### config.mk
export PLATFORM = sky130hd
export DESIGN_NAME = dcec_top
export DESIGN_NICKNAME = d
export VERILOG_FILES = /design/src/include/dcec_pkg.sv /design/src/rtl/dcec_irq_pick.sv /design/src/rtl/dcec_sticky.sv /design/src/rtl/dcec_top.sv
export SDC_FILE = /design/constraint.sdc
export NUM_CORES = 1
export LEC_CHECK = 0
export BUFFER_PORTS_ARGS = -buffer_cell sky130_fd_sc_hd__clkbuf_2
export CAP_MARGIN = 5
export CORE_AREA = 2 2 133 135
export CTS_BUF_LIST = sky130_fd_sc_hd__clkbuf_2
export DETAILED_ROUTE_END_ITERATION = 10
export DIE_AREA = 0 0 135 137
export PLACE_DENSITY = 0.74
export SLEW_MARGIN = 10
export SYNTH_ARGS = -nofsm -noshare
export SYNTH_HDL_FRONTEND = slang
export SYNTH_SLANG_ARGS = --single-unit
### constraint.sdc
create_clock -name sys_clk -period 3.4 [get_ports sys_clk]
set_input_delay 0.34 -clock sys_clk [delete_from_list [all_inputs] [get_ports sys_clk]]
set_output_delay 0.34 -clock sys_clk [all_outputs]
set_load 0.005 [all_outputs]
### src/include/dcec_pkg.sv
// Constants shared by the channel event control block
package dcec_pkg;

  // ---------------------------------------------------------------
  // Register byte offsets on the bus
  // ---------------------------------------------------------------
  localparam logic [7:0] DCEC_OFF_ECON = 8'h00; // Event control
  localparam logic [7:0] DCEC_OFF_STAT = 8'h04; // Sticky events, W1C
  localparam logic [7:0] DCEC_OFF_MASK = 8'h08; // Interrupt enables
  localparam logic [7:0] DCEC_OFF_LIVE = 8'h0c; // Live channel state

  // ---------------------------------------------------------------
  // Event control field layout
  // ---------------------------------------------------------------
  localparam int DCEC_SEL_W       = 8;  // Selector width
  localparam int DCEC_ABT_SEL_LSB = 16; // Abort selector low bit
  localparam int DCEC_ABT_SEL_MSB = 23; // Abort selector high bit
  localparam int DCEC_STR_SEL_LSB = 8;  // Start selector low bit
  localparam int DCEC_STR_SEL_MSB = 15; // Start selector high bit
  localparam int DCEC_BIT_FORCE   = 7;  // Force-transfer command
  localparam int DCEC_BIT_ABORT   = 6;  // Abort command
  localparam int DCEC_BIT_PATTERN_ABORT_ENABLE   = 5;  // Pattern abort enable
  localparam int DCEC_BIT_SEN     = 4;  // Start request enable
  localparam int DCEC_BIT_AEN     = 3;  // Abort request enable

  // Reset values of the control fields
  localparam logic [7:0] DCEC_SEL_RST = 8'hff; // Selectors reset all ones
  localparam logic       DCEC_EN_RST  = 1'b0;  // Enables reset clear

  // ---------------------------------------------------------------
  // Event status bit positions (status and mask share layout)
  // ---------------------------------------------------------------
  localparam int DCEC_EV_W     = 5;
  localparam int DCEC_EV_START = 0; // Start by interrupt request
  localparam int DCEC_EV_FORCE = 1; // Start by software force
  localparam int DCEC_EV_IRQAB = 2; // Abort by interrupt request
  localparam int DCEC_EV_CMDAB = 3; // Abort by software command
  localparam int DCEC_EV_PATAB = 4; // Abort by pattern match

  // Live state bit positions
  localparam int DCEC_LV_BUSY = 0; // Engine transfer in progress
  localparam int DCEC_LV_AFLG = 1; // Abort event flag

  // Bus answer state machine, one-hot
  typedef enum logic [1:0] {
    DCEC_ST_IDLE = 2'b01,
    DCEC_ST_DONE = 2'b10
  } dcec_bus_st_t;

endpackage

### src/rtl/dcec_irq_pick.sv
// Matches one selected interrupt request line against a selector
`timescale 1ns/10ps
module dcec_irq_pick #(
  parameter int N_IRQ = 256,
  parameter int SEL_W = 8
) (
  // Request lines, one-cycle pulses
  input  wire logic [N_IRQ-1:0] irq_pulse,
  // Selection
  input  wire logic [SEL_W-1:0] sel,
  input  wire logic             enable,
  // Result
  output logic                  hit
);

  // ---------------------------------------------------------------
  // Selection
  // ---------------------------------------------------------------
  // Disabled selector ignores its line entirely
  always_comb begin
    hit = enable & irq_pulse[sel];
  end

endmodule

### src/rtl/dcec_sticky.sv
// Sticky event status with write-one-to-clear and mask
`timescale 1ns/10ps
module dcec_sticky #(
  parameter int W = 5
) (
  // Clock and reset
  input  wire logic         sys_clk,
  input  wire logic         rst,
  // Events and software clear
  input  wire logic [W-1:0] ev_set,
  input  wire logic [W-1:0] ev_clr,
  input  wire logic [W-1:0] mask,
  // Results
  output logic [W-1:0]      status_q,
  output logic              irq_q
);

  logic [W-1:0] status_d; // Next status
  logic         irq_d;    // Next interrupt level

  // ---------------------------------------------------------------
  // Next state
  // ---------------------------------------------------------------
  // Set beats clear so an event in the clear cycle is kept
  always_comb begin
    status_d = (status_q & ~ev_clr) | ev_set;
    irq_d    = |(status_d & mask);
  end

  // Registers only
  always_ff @(posedge sys_clk) begin
    if (rst) begin
      status_q <= '0;
      irq_q    <= 1'b0;
    end else begin
      status_q <= status_d;
      irq_q    <= irq_d;
    end
  end

endmodule

### src/rtl/dcec_top.sv
// DMA channel event control: start and abort selection with APB registers
`timescale 1ns/10ps
module dcec_top
  import dcec_pkg::*;
#(
  parameter int N_IRQ = 256,
  parameter int SEL_W = 8
) (
  // Clock and reset
  input  wire logic                      sys_clk,
  input  wire logic                      rst,
  // APB slave
  input  wire logic                      psel,
  input  wire logic                      penable,
  input  wire logic                      pwrite,
  input  wire logic [7:0]                paddr,
  input  wire logic [31:0]               pwdata,
  output logic                           pready,
  output logic [31:0]                    prdata,
  output logic                           pslverr,
  // Interrupt request sources, one-cycle pulses
  input  wire logic [N_IRQ-1:0]          irq_pulse,
  // Channel transfer engine
  input  wire logic                      xfer_busy,
  input  wire logic                      pattern_match,
  output logic                           xfer_start,
  output logic                           xfer_abort,
  output logic                           channel_enable_clr,
  output logic                           abort_event_flag_set,
  // Interrupt to the system
  output logic                           irq
);

  import dcec_pkg::*;

  // ---------------------------------------------------------------
  // Elaboration checks
  // ---------------------------------------------------------------
  // Selector must reach every line and fit its field
  if (SEL_W != DCEC_SEL_W || N_IRQ != (1 << SEL_W)) begin : g_chk
    $error("dcec_top: N_IRQ must equal 2**SEL_W and SEL_W must be 8");
  end

  // ---------------------------------------------------------------
  // Declarations
  // ---------------------------------------------------------------
  // Control fields
  logic [SEL_W-1:0] abt_sel_q, abt_sel_d;   // Abort interrupt number
  logic [SEL_W-1:0] str_sel_q, str_sel_d;   // Start interrupt number
  logic             pattern_abort_enable_q, pattern_abort_enable_d;       // Pattern abort enable
  logic             sen_q, sen_d;           // Start request enable
  logic             aen_q, aen_d;           // Abort request enable
  logic [DCEC_EV_W-1:0] mask_q, mask_d;     // Interrupt mask
  // Command strobes from a completed write
  logic             force_cmd_q, force_cmd_d;
  logic             abort_cmd_q, abort_cmd_d;
  // Engine-facing pulses
  logic             start_q, start_d;
  logic             abort_q, abort_d;
  logic             cen_clr_q, cen_clr_d;
  logic             aflg_set_q, aflg_set_d;
  logic             aflg_q, aflg_d;         // Abort flag, for reading
  // Bus answer
  dcec_bus_st_t     st_q, st_d;
  logic             pready_q, pready_d;
  logic             pslverr_q, pslverr_d;
  logic [31:0]      prdata_q, prdata_d;
  // Internal combinational, then u_sticky register outputs
  logic             str_hit;                // Start interrupt seen
  logic             abt_hit;                // Abort interrupt seen
  logic             pat_hit;                // Gated pattern match
  logic             wr_done;                // Write completes now
  logic             addr_ok;                // Address is mapped
  logic [DCEC_EV_W-1:0] ev_set;             // Events this cycle
  logic [DCEC_EV_W-1:0] ev_clr;             // Software clears
  logic [DCEC_EV_W-1:0] status;             // Sticky status
  logic             irq_q;

  // ---------------------------------------------------------------
  // Helpers
  // ---------------------------------------------------------------
  // Register image of event control; command and free bits read zero
  function automatic logic [31:0] econ_img(
    input logic [SEL_W-1:0] a,
    input logic [SEL_W-1:0] s,
    input logic             p,
    input logic             se,
    input logic             ae
  );
    logic [31:0] v;
    v = '0;
    v[DCEC_ABT_SEL_MSB:DCEC_ABT_SEL_LSB] = a;
    v[DCEC_STR_SEL_MSB:DCEC_STR_SEL_LSB] = s;
    v[DCEC_BIT_PATTERN_ABORT_ENABLE] = p;
    v[DCEC_BIT_SEN]   = se;
    v[DCEC_BIT_AEN]   = ae;
    return v;
  endfunction

  // One-cycle pulse when a written bit is one
  function automatic logic wr_one(
    input logic        wr,
    input logic [31:0] d,
    input int          pos
  );
    return wr & d[pos];
  endfunction

  // ---------------------------------------------------------------
  // Interrupt request matching
  // ---------------------------------------------------------------
  // Start line gated by its enable
  dcec_irq_pick #(
    .N_IRQ (N_IRQ),
    .SEL_W (SEL_W)
  ) u_pick_start (
    .irq_pulse (irq_pulse),
    .sel       (str_sel_q),
    .enable    (sen_q),
    .hit       (str_hit)
  );

  // Abort line gated by its enable
  dcec_irq_pick #(
    .N_IRQ (N_IRQ),
    .SEL_W (SEL_W)
  ) u_pick_abort (
    .irq_pulse (irq_pulse),
    .sel       (abt_sel_q),
    .enable    (aen_q),
    .hit       (abt_hit)
  );

  // ---------------------------------------------------------------
  // Bus decode
  // ---------------------------------------------------------------
  always_comb begin
    addr_ok = (paddr == DCEC_OFF_ECON) || (paddr == DCEC_OFF_STAT) ||
              (paddr == DCEC_OFF_MASK) || (paddr == DCEC_OFF_LIVE);
    // Effect only at the edge where the master sees pready
    wr_done = psel & penable & pready_q & pwrite & addr_ok;
  end

  // ---------------------------------------------------------------
  // Bus answer state machine
  // ---------------------------------------------------------------
  // Answer one cycle into the access phase, then drop pready
  always_comb begin
    st_d      = st_q;
    pready_d  = 1'b0;
    pslverr_d = 1'b0;
    prdata_d  = '0;
    case (st_q)
      DCEC_ST_IDLE: begin
        if (psel && penable) begin
          st_d      = DCEC_ST_DONE;
          pready_d  = 1'b1;
          pslverr_d = ~addr_ok;   // Unmapped: error, data zero
          if (!pwrite) begin
            case (paddr)
              DCEC_OFF_ECON:
                prdata_d = econ_img(abt_sel_q, str_sel_q, pattern_abort_enable_q,
                                    sen_q, aen_q);
              DCEC_OFF_STAT: prdata_d[DCEC_EV_W-1:0] = status;
              DCEC_OFF_MASK: prdata_d[DCEC_EV_W-1:0] = mask_q;
              DCEC_OFF_LIVE: begin
                prdata_d[DCEC_LV_BUSY] = xfer_busy;
                prdata_d[DCEC_LV_AFLG] = aflg_q;
              end
              default:       prdata_d = '0;
            endcase
          end
        end
      end
      DCEC_ST_DONE: begin
        // Master releases the request after the completing edge
        st_d = DCEC_ST_IDLE;
      end
      default: begin
        st_d = DCEC_ST_IDLE;
      end
    endcase
  end

  // Bus registers
  always_ff @(posedge sys_clk) begin
    if (rst) begin
      st_q      <= DCEC_ST_IDLE;
      pready_q  <= 1'b0;
      pslverr_q <= 1'b0;
      prdata_q  <= '0;
    end else begin
      st_q      <= st_d;
      pready_q  <= pready_d;
      pslverr_q <= pslverr_d;
      prdata_q  <= prdata_d;
    end
  end

  // ---------------------------------------------------------------
  // Control register writes
  // ---------------------------------------------------------------
  // Only implemented fields are taken from the write data
  always_comb begin
    abt_sel_d   = abt_sel_q;
    str_sel_d   = str_sel_q;
    pattern_abort_enable_d     = pattern_abort_enable_q;
    sen_d       = sen_q;
    aen_d       = aen_q;
    mask_d      = mask_q;
    force_cmd_d = 1'b0;
    abort_cmd_d = 1'b0;
    ev_clr      = '0;
    if (wr_done && paddr == DCEC_OFF_ECON) begin
      abt_sel_d = pwdata[DCEC_ABT_SEL_MSB:DCEC_ABT_SEL_LSB];
      str_sel_d = pwdata[DCEC_STR_SEL_MSB:DCEC_STR_SEL_LSB];
      pattern_abort_enable_d   = pwdata[DCEC_BIT_PATTERN_ABORT_ENABLE];
      sen_d     = pwdata[DCEC_BIT_SEN];
      aen_d     = pwdata[DCEC_BIT_AEN];
      // Commands never stored; a zero written is no command
      force_cmd_d = wr_one(1'b1, pwdata, DCEC_BIT_FORCE);
      abort_cmd_d = wr_one(1'b1, pwdata, DCEC_BIT_ABORT);
    end
    if (wr_done && paddr == DCEC_OFF_MASK) begin
      mask_d = pwdata[DCEC_EV_W-1:0];
    end
    if (wr_done && paddr == DCEC_OFF_STAT) begin
      ev_clr = pwdata[DCEC_EV_W-1:0];
    end
  end

  // Control registers
  always_ff @(posedge sys_clk) begin
    if (rst) begin
      abt_sel_q   <= DCEC_SEL_RST;
      str_sel_q   <= DCEC_SEL_RST;
      pattern_abort_enable_q     <= DCEC_EN_RST;
      sen_q       <= DCEC_EN_RST;
      aen_q       <= DCEC_EN_RST;
      mask_q      <= '0;
      force_cmd_q <= 1'b0;
      abort_cmd_q <= 1'b0;
    end else begin
      abt_sel_q   <= abt_sel_d;
      str_sel_q   <= str_sel_d;
      pattern_abort_enable_q     <= pattern_abort_enable_d;
      sen_q       <= sen_d;
      aen_q       <= aen_d;
      mask_q      <= mask_d;
      force_cmd_q <= force_cmd_d;
      abort_cmd_q <= abort_cmd_d;
    end
  end

  // ---------------------------------------------------------------
  // Start and abort decisions
  // ---------------------------------------------------------------
  // Abort sources win over starts landing in the same cycle, so an
  // engine never sees both pulses together
  always_comb begin
    pat_hit    = pattern_abort_enable_q & pattern_match;
    abort_d    = abt_hit | abort_cmd_q | pat_hit;
    start_d    = (str_hit | force_cmd_q) & ~abort_d;
    cen_clr_d  = pat_hit;
    aflg_set_d = abt_hit;
    aflg_d     = aflg_q | abt_hit;
    // Flag mirror follows the status bit clear
    if (ev_clr[DCEC_EV_IRQAB] && !abt_hit) begin
      aflg_d = 1'b0;
    end
    ev_set                = '0;
    ev_set[DCEC_EV_START] = str_hit & ~abort_d;
    ev_set[DCEC_EV_FORCE] = force_cmd_q & ~abort_d;
    ev_set[DCEC_EV_IRQAB] = abt_hit;
    ev_set[DCEC_EV_CMDAB] = abort_cmd_q;
    ev_set[DCEC_EV_PATAB] = pat_hit;
  end

  // Engine pulse registers
  always_ff @(posedge sys_clk) begin
    if (rst) begin
      start_q    <= 1'b0;
      abort_q    <= 1'b0;
      cen_clr_q  <= 1'b0;
      aflg_set_q <= 1'b0;
      aflg_q     <= 1'b0;
    end else begin
      start_q    <= start_d;
      abort_q    <= abort_d;
      cen_clr_q  <= cen_clr_d;
      aflg_set_q <= aflg_set_d;
      aflg_q     <= aflg_d;
    end
  end

  // ---------------------------------------------------------------
  // Event status and interrupt
  // ---------------------------------------------------------------
  dcec_sticky #(
    .W (DCEC_EV_W)
  ) u_sticky (
    .sys_clk  (sys_clk),
    .rst      (rst),
    .ev_set   (ev_set),
    .ev_clr   (ev_clr),
    .mask     (mask_q),
    .status_q (status),
    .irq_q    (irq_q)
  );

  // ---------------------------------------------------------------
  // Outputs, all straight from flip-flops
  // ---------------------------------------------------------------
  assign pready               = pready_q;
  assign prdata               = prdata_q;
  assign pslverr              = pslverr_q;
  assign xfer_start           = start_q;
  assign xfer_abort           = abort_q;
  assign channel_enable_clr   = cen_clr_q;
  assign abort_event_flag_set = aflg_set_q;
  assign irq                  = irq_q;

endmodule

==> flow_summary.ini <==
[placement]
dp_hpwl_um = 21300
place.gp.congestion = 0.912
portBuffers = 323

[routing]
drtIter0Drc = 534
drc = 0
drt-pass1-iter-count = 6
ant_nets = 0
vias_per_cell = 5.96
wl_um = 25800
routedWlPerCell_um = 22.7
via_count = 6767

[logic_synthesis]
avgSynthCellArea_um2 = 11.2
synth-edff-count = 0
ys_warn_count = 0
synth-seq-area-share_pct = 18.7
async_reset_ff_share_pct = 0
yosys.area.top_type = mux4_2
syn_inst = 599
syn_area_um2 = 6740
synth_ff_type = dfxtp_1
ys_types = 67
yosys.area.top_type_share_pct = 38.1
ys_ff_latch = 63
netlist_top_cells_area = mux4_2 38%, dfxtp_1 19%, mux2i_1 5.9%

[die]
start_util_pct = 39.5
core_area_um2 = 17100
die_y_um = 137
rows = 48
die_w_um = 135
io_pins = 342
die-area_um2 = 18500

[sta]
holdWs_ns = 0.0560
post-route-min-period_ns = 2.88
fin_setup_tns_ns = 0
rsz0062_at_grt = no
final.period_utilization_pct = 84.6
setup_viol = 0
relSlewSlack_pct = 38.9
skew_ns = 0.0244
hold_viol = 0
worst_pin_slew_ns = 0.916
fmax_mhz = 347
maxSlewViolCount = 0

[finish]
drive_gt1_share_pct = 55.9
nets = 1208
area_growth_pct = 28.1
diodes = 0

[global_routing]
grt_max_degree = 39
grt_util_all_layers_pct = 27.6
grt_pass1_wl_um = 38900
grt_pass1_vias = 6933
overflow = 0
antenna_found_initial = 0

[setup_path]
cp.arrival_ns = 3.30
reg2reg_to = u_sticky.irq_q
start_kind = flop
endpoint_kind = flop
path_class = flop to flop
cp.required_ns = 3.83
critical_path.top_delay_family = multiplexers
regToRegStartpoint = str_sel_q[1]
cpMostUsedCell = mux2i_1
cp_num_buf_inv = 1
slowest_stage = dfxtp_4
reg2reg_depth = 9
slowest_delay_ns = 0.51
crit_path_max_fanout = 21
r2r_setup_slack_ns = 0.52
worst-path-stages = 9
crit_chain = buf_4, mux4_1, mux2i_1, mux4_2, mux2i_1, o311ai_1, a211o_2, o32a_2, o211ai_2

[clocking]
clk_latency_ns = 0.49
cts_buffers = 9
cts.clk_slew.worst_paths_ns = 0.20
cts_hold_repair.buffers = 0
htreeDepth = 3
cts_tree = yes
clockBufferDepth = 2
clockRootBuffer = clkbuf_2
ctsResizeCount = 0
clkSinkCount = 63
post_cts_buffers = 0

[worst_hold_path]
whs_endpoint = pattern_abort_enable_q
hold_start = pwdata[5]
hp-class = input port to flop
hold_depth = 3

[power_and_ir_drop]
power.density_nw_per_um2 = 189
leakage_nw = 4.10
peakVddDrop_uv = 276

[run]
maxCapViolCount = 0

[outcome]
status = finished, final reports clean
==> placed cells by master, fill, tap and decap left out, types with 5 or more instances in the layout <==
cell,instances
and2_1,16
inv_1,9
mux2_2,10
nand2_1,75
dfxtp_1,58
nor4b_1,5
conb_1,10
clkbuf_2,332
o211ai_1,5
a21oi_1,22
nand3_1,20
o22ai_1,7
a22oi_1,15
mux4_1,9
buf_4,25
nor2_1,27
mux4_2,114
mux2i_1,40
nor3_1,5
nand3b_1,10
nor2b_1,15
a211oi_1,6
==> synthesized netlist by cell type, types with 2 or more instances <==
cell type  count
nor3_1         5
buf_2         15
mux4_1         9
nor4b_1        5
mux2i_1       40
o21ai_0        4
and3_1         2
and2_1        16
and4_1         3
nand3b_1      10
dfxtp_1       63
nor4_1         5
buf_4         19
nor2b_1       15
a22oi_1       15
o221ai_1       2
inv_1          9
or3_1          2
nand3_1       20
nor2_1        27
buf_12         2
nand4_1        2
mux4_2       114
mux2_2        10
o211ai_1       5
or2_2          2
a211oi_1       6
buf_1          3
clkbuf_1      17
o22a_1         2
nor3b_1        2
nand2_1       75
nand2b_1       2
o22ai_1        7
a21oi_1       22
buf_6         10
a22o_1         2
==> kinds of logic (layout without fill, tap and decap cells) <==
family | Yosys count | in the layout | share of synthesized area [%]
flip-flops | 63 | 63 | 18.7
AND/OR/NAND/NOR | 198 | 198 | 15.1
AO/OA/AOI/OAI | 89 | 89 | 9.77
multiplexers | 173 | 173 | 49.2
buffers and inverters | 75 | 377 | 7.11
other | 1 | 10 | 0.0557
==> how the worst max path moves through the flow <==
stage / slack, ns / to / startpoint
3_3_place_gp: 0.57 / u_sticky.irq_q / abt_sel_q[0]
3_5_place_dp: 0.54 / u_sticky.irq_q / str_sel_q[1]
5_1_grt: 0.37 / u_sticky.irq_q / abt_sel_q[2]
4_1_cts: 0.51 / u_sticky.irq_q / str_sel_q[1]
2_1_floorplan: 0.93 / u_sticky.irq_q / abt_sel_q[2]
6_report: 0.52 / u_sticky.irq_q / str_sel_q[1]
==> stage by stage <==
| stage | power [W] | cells | utilization (%) | area, µm² | worst slack [ns] |
|---|---|---|---|---|---|
| after detailed placement | 0.00118 | 1119 | 49.9 | 8510 | 0.536 |
| after floorplan | 0.000953 | 608 | - | 6770 | 0.928 |
| after global placement | 0.00118 | 1119 | 49.9 | 8510 | 0.571 |
| after global routing | 0.00169 | 1135 | 50.6 | 8630 | 0.370 |
| after CTS | 0.00163 | 1135 | 50.6 | 8630 | 0.509 |
| final | 0.00163 | 1135 | 50.6 | 8630 | 0.522 |
==> power by group <==
group	switching [W]	internal (W)
clock	0.000281	0.000172
combinational	0.000169	0.000267
sequential	0.000000870	0.000738
total	0.000451	0.00118
==> metal layers <==
metal,vias to the layer above,share of wire [%],GRT usage (%)
met1,3330,40,35.4
li1,3030,-,-
met2,375,51,48.8
met5,-,0,0
met4,0,1.7,6.71
met3,32,7.8,4.70
==> area by class of cell <==
cell class                      instances  area, µm²
Clock buffer                            9       45.0
Multi-Input combinational cell        470       5040
Fill cell                            1574       8430
Timing Repair Buffer                  352       1880
Clock inverter                          7       70.1
Tap cell                              225        282
Inverter                                9       33.8
Sequential cell                        63       1280
==> worst register-to-register path, stage by stage (launching register included) <==
cell and delay, ns:
dfxtp_4 0.51, buf_4 0.35, mux4_1 0.30, mux2i_1 0.09, mux4_2 0.49, mux2i_1 0.25
o311ai_1 0.12, a211o_2 0.37, o32a_2 0.21, o211ai_2 0.13
==> flip-flops by register name (all words and copies together), names as in the netlist, 2 cells and up <==
name / cells
prdata: 22
u_sticky.status_q: 5
st_q: 2
mask_q: 5
abt_sel_q: 8
str_sel_q: 8
No activity file was read; power rests on OpenSTA's default activity.
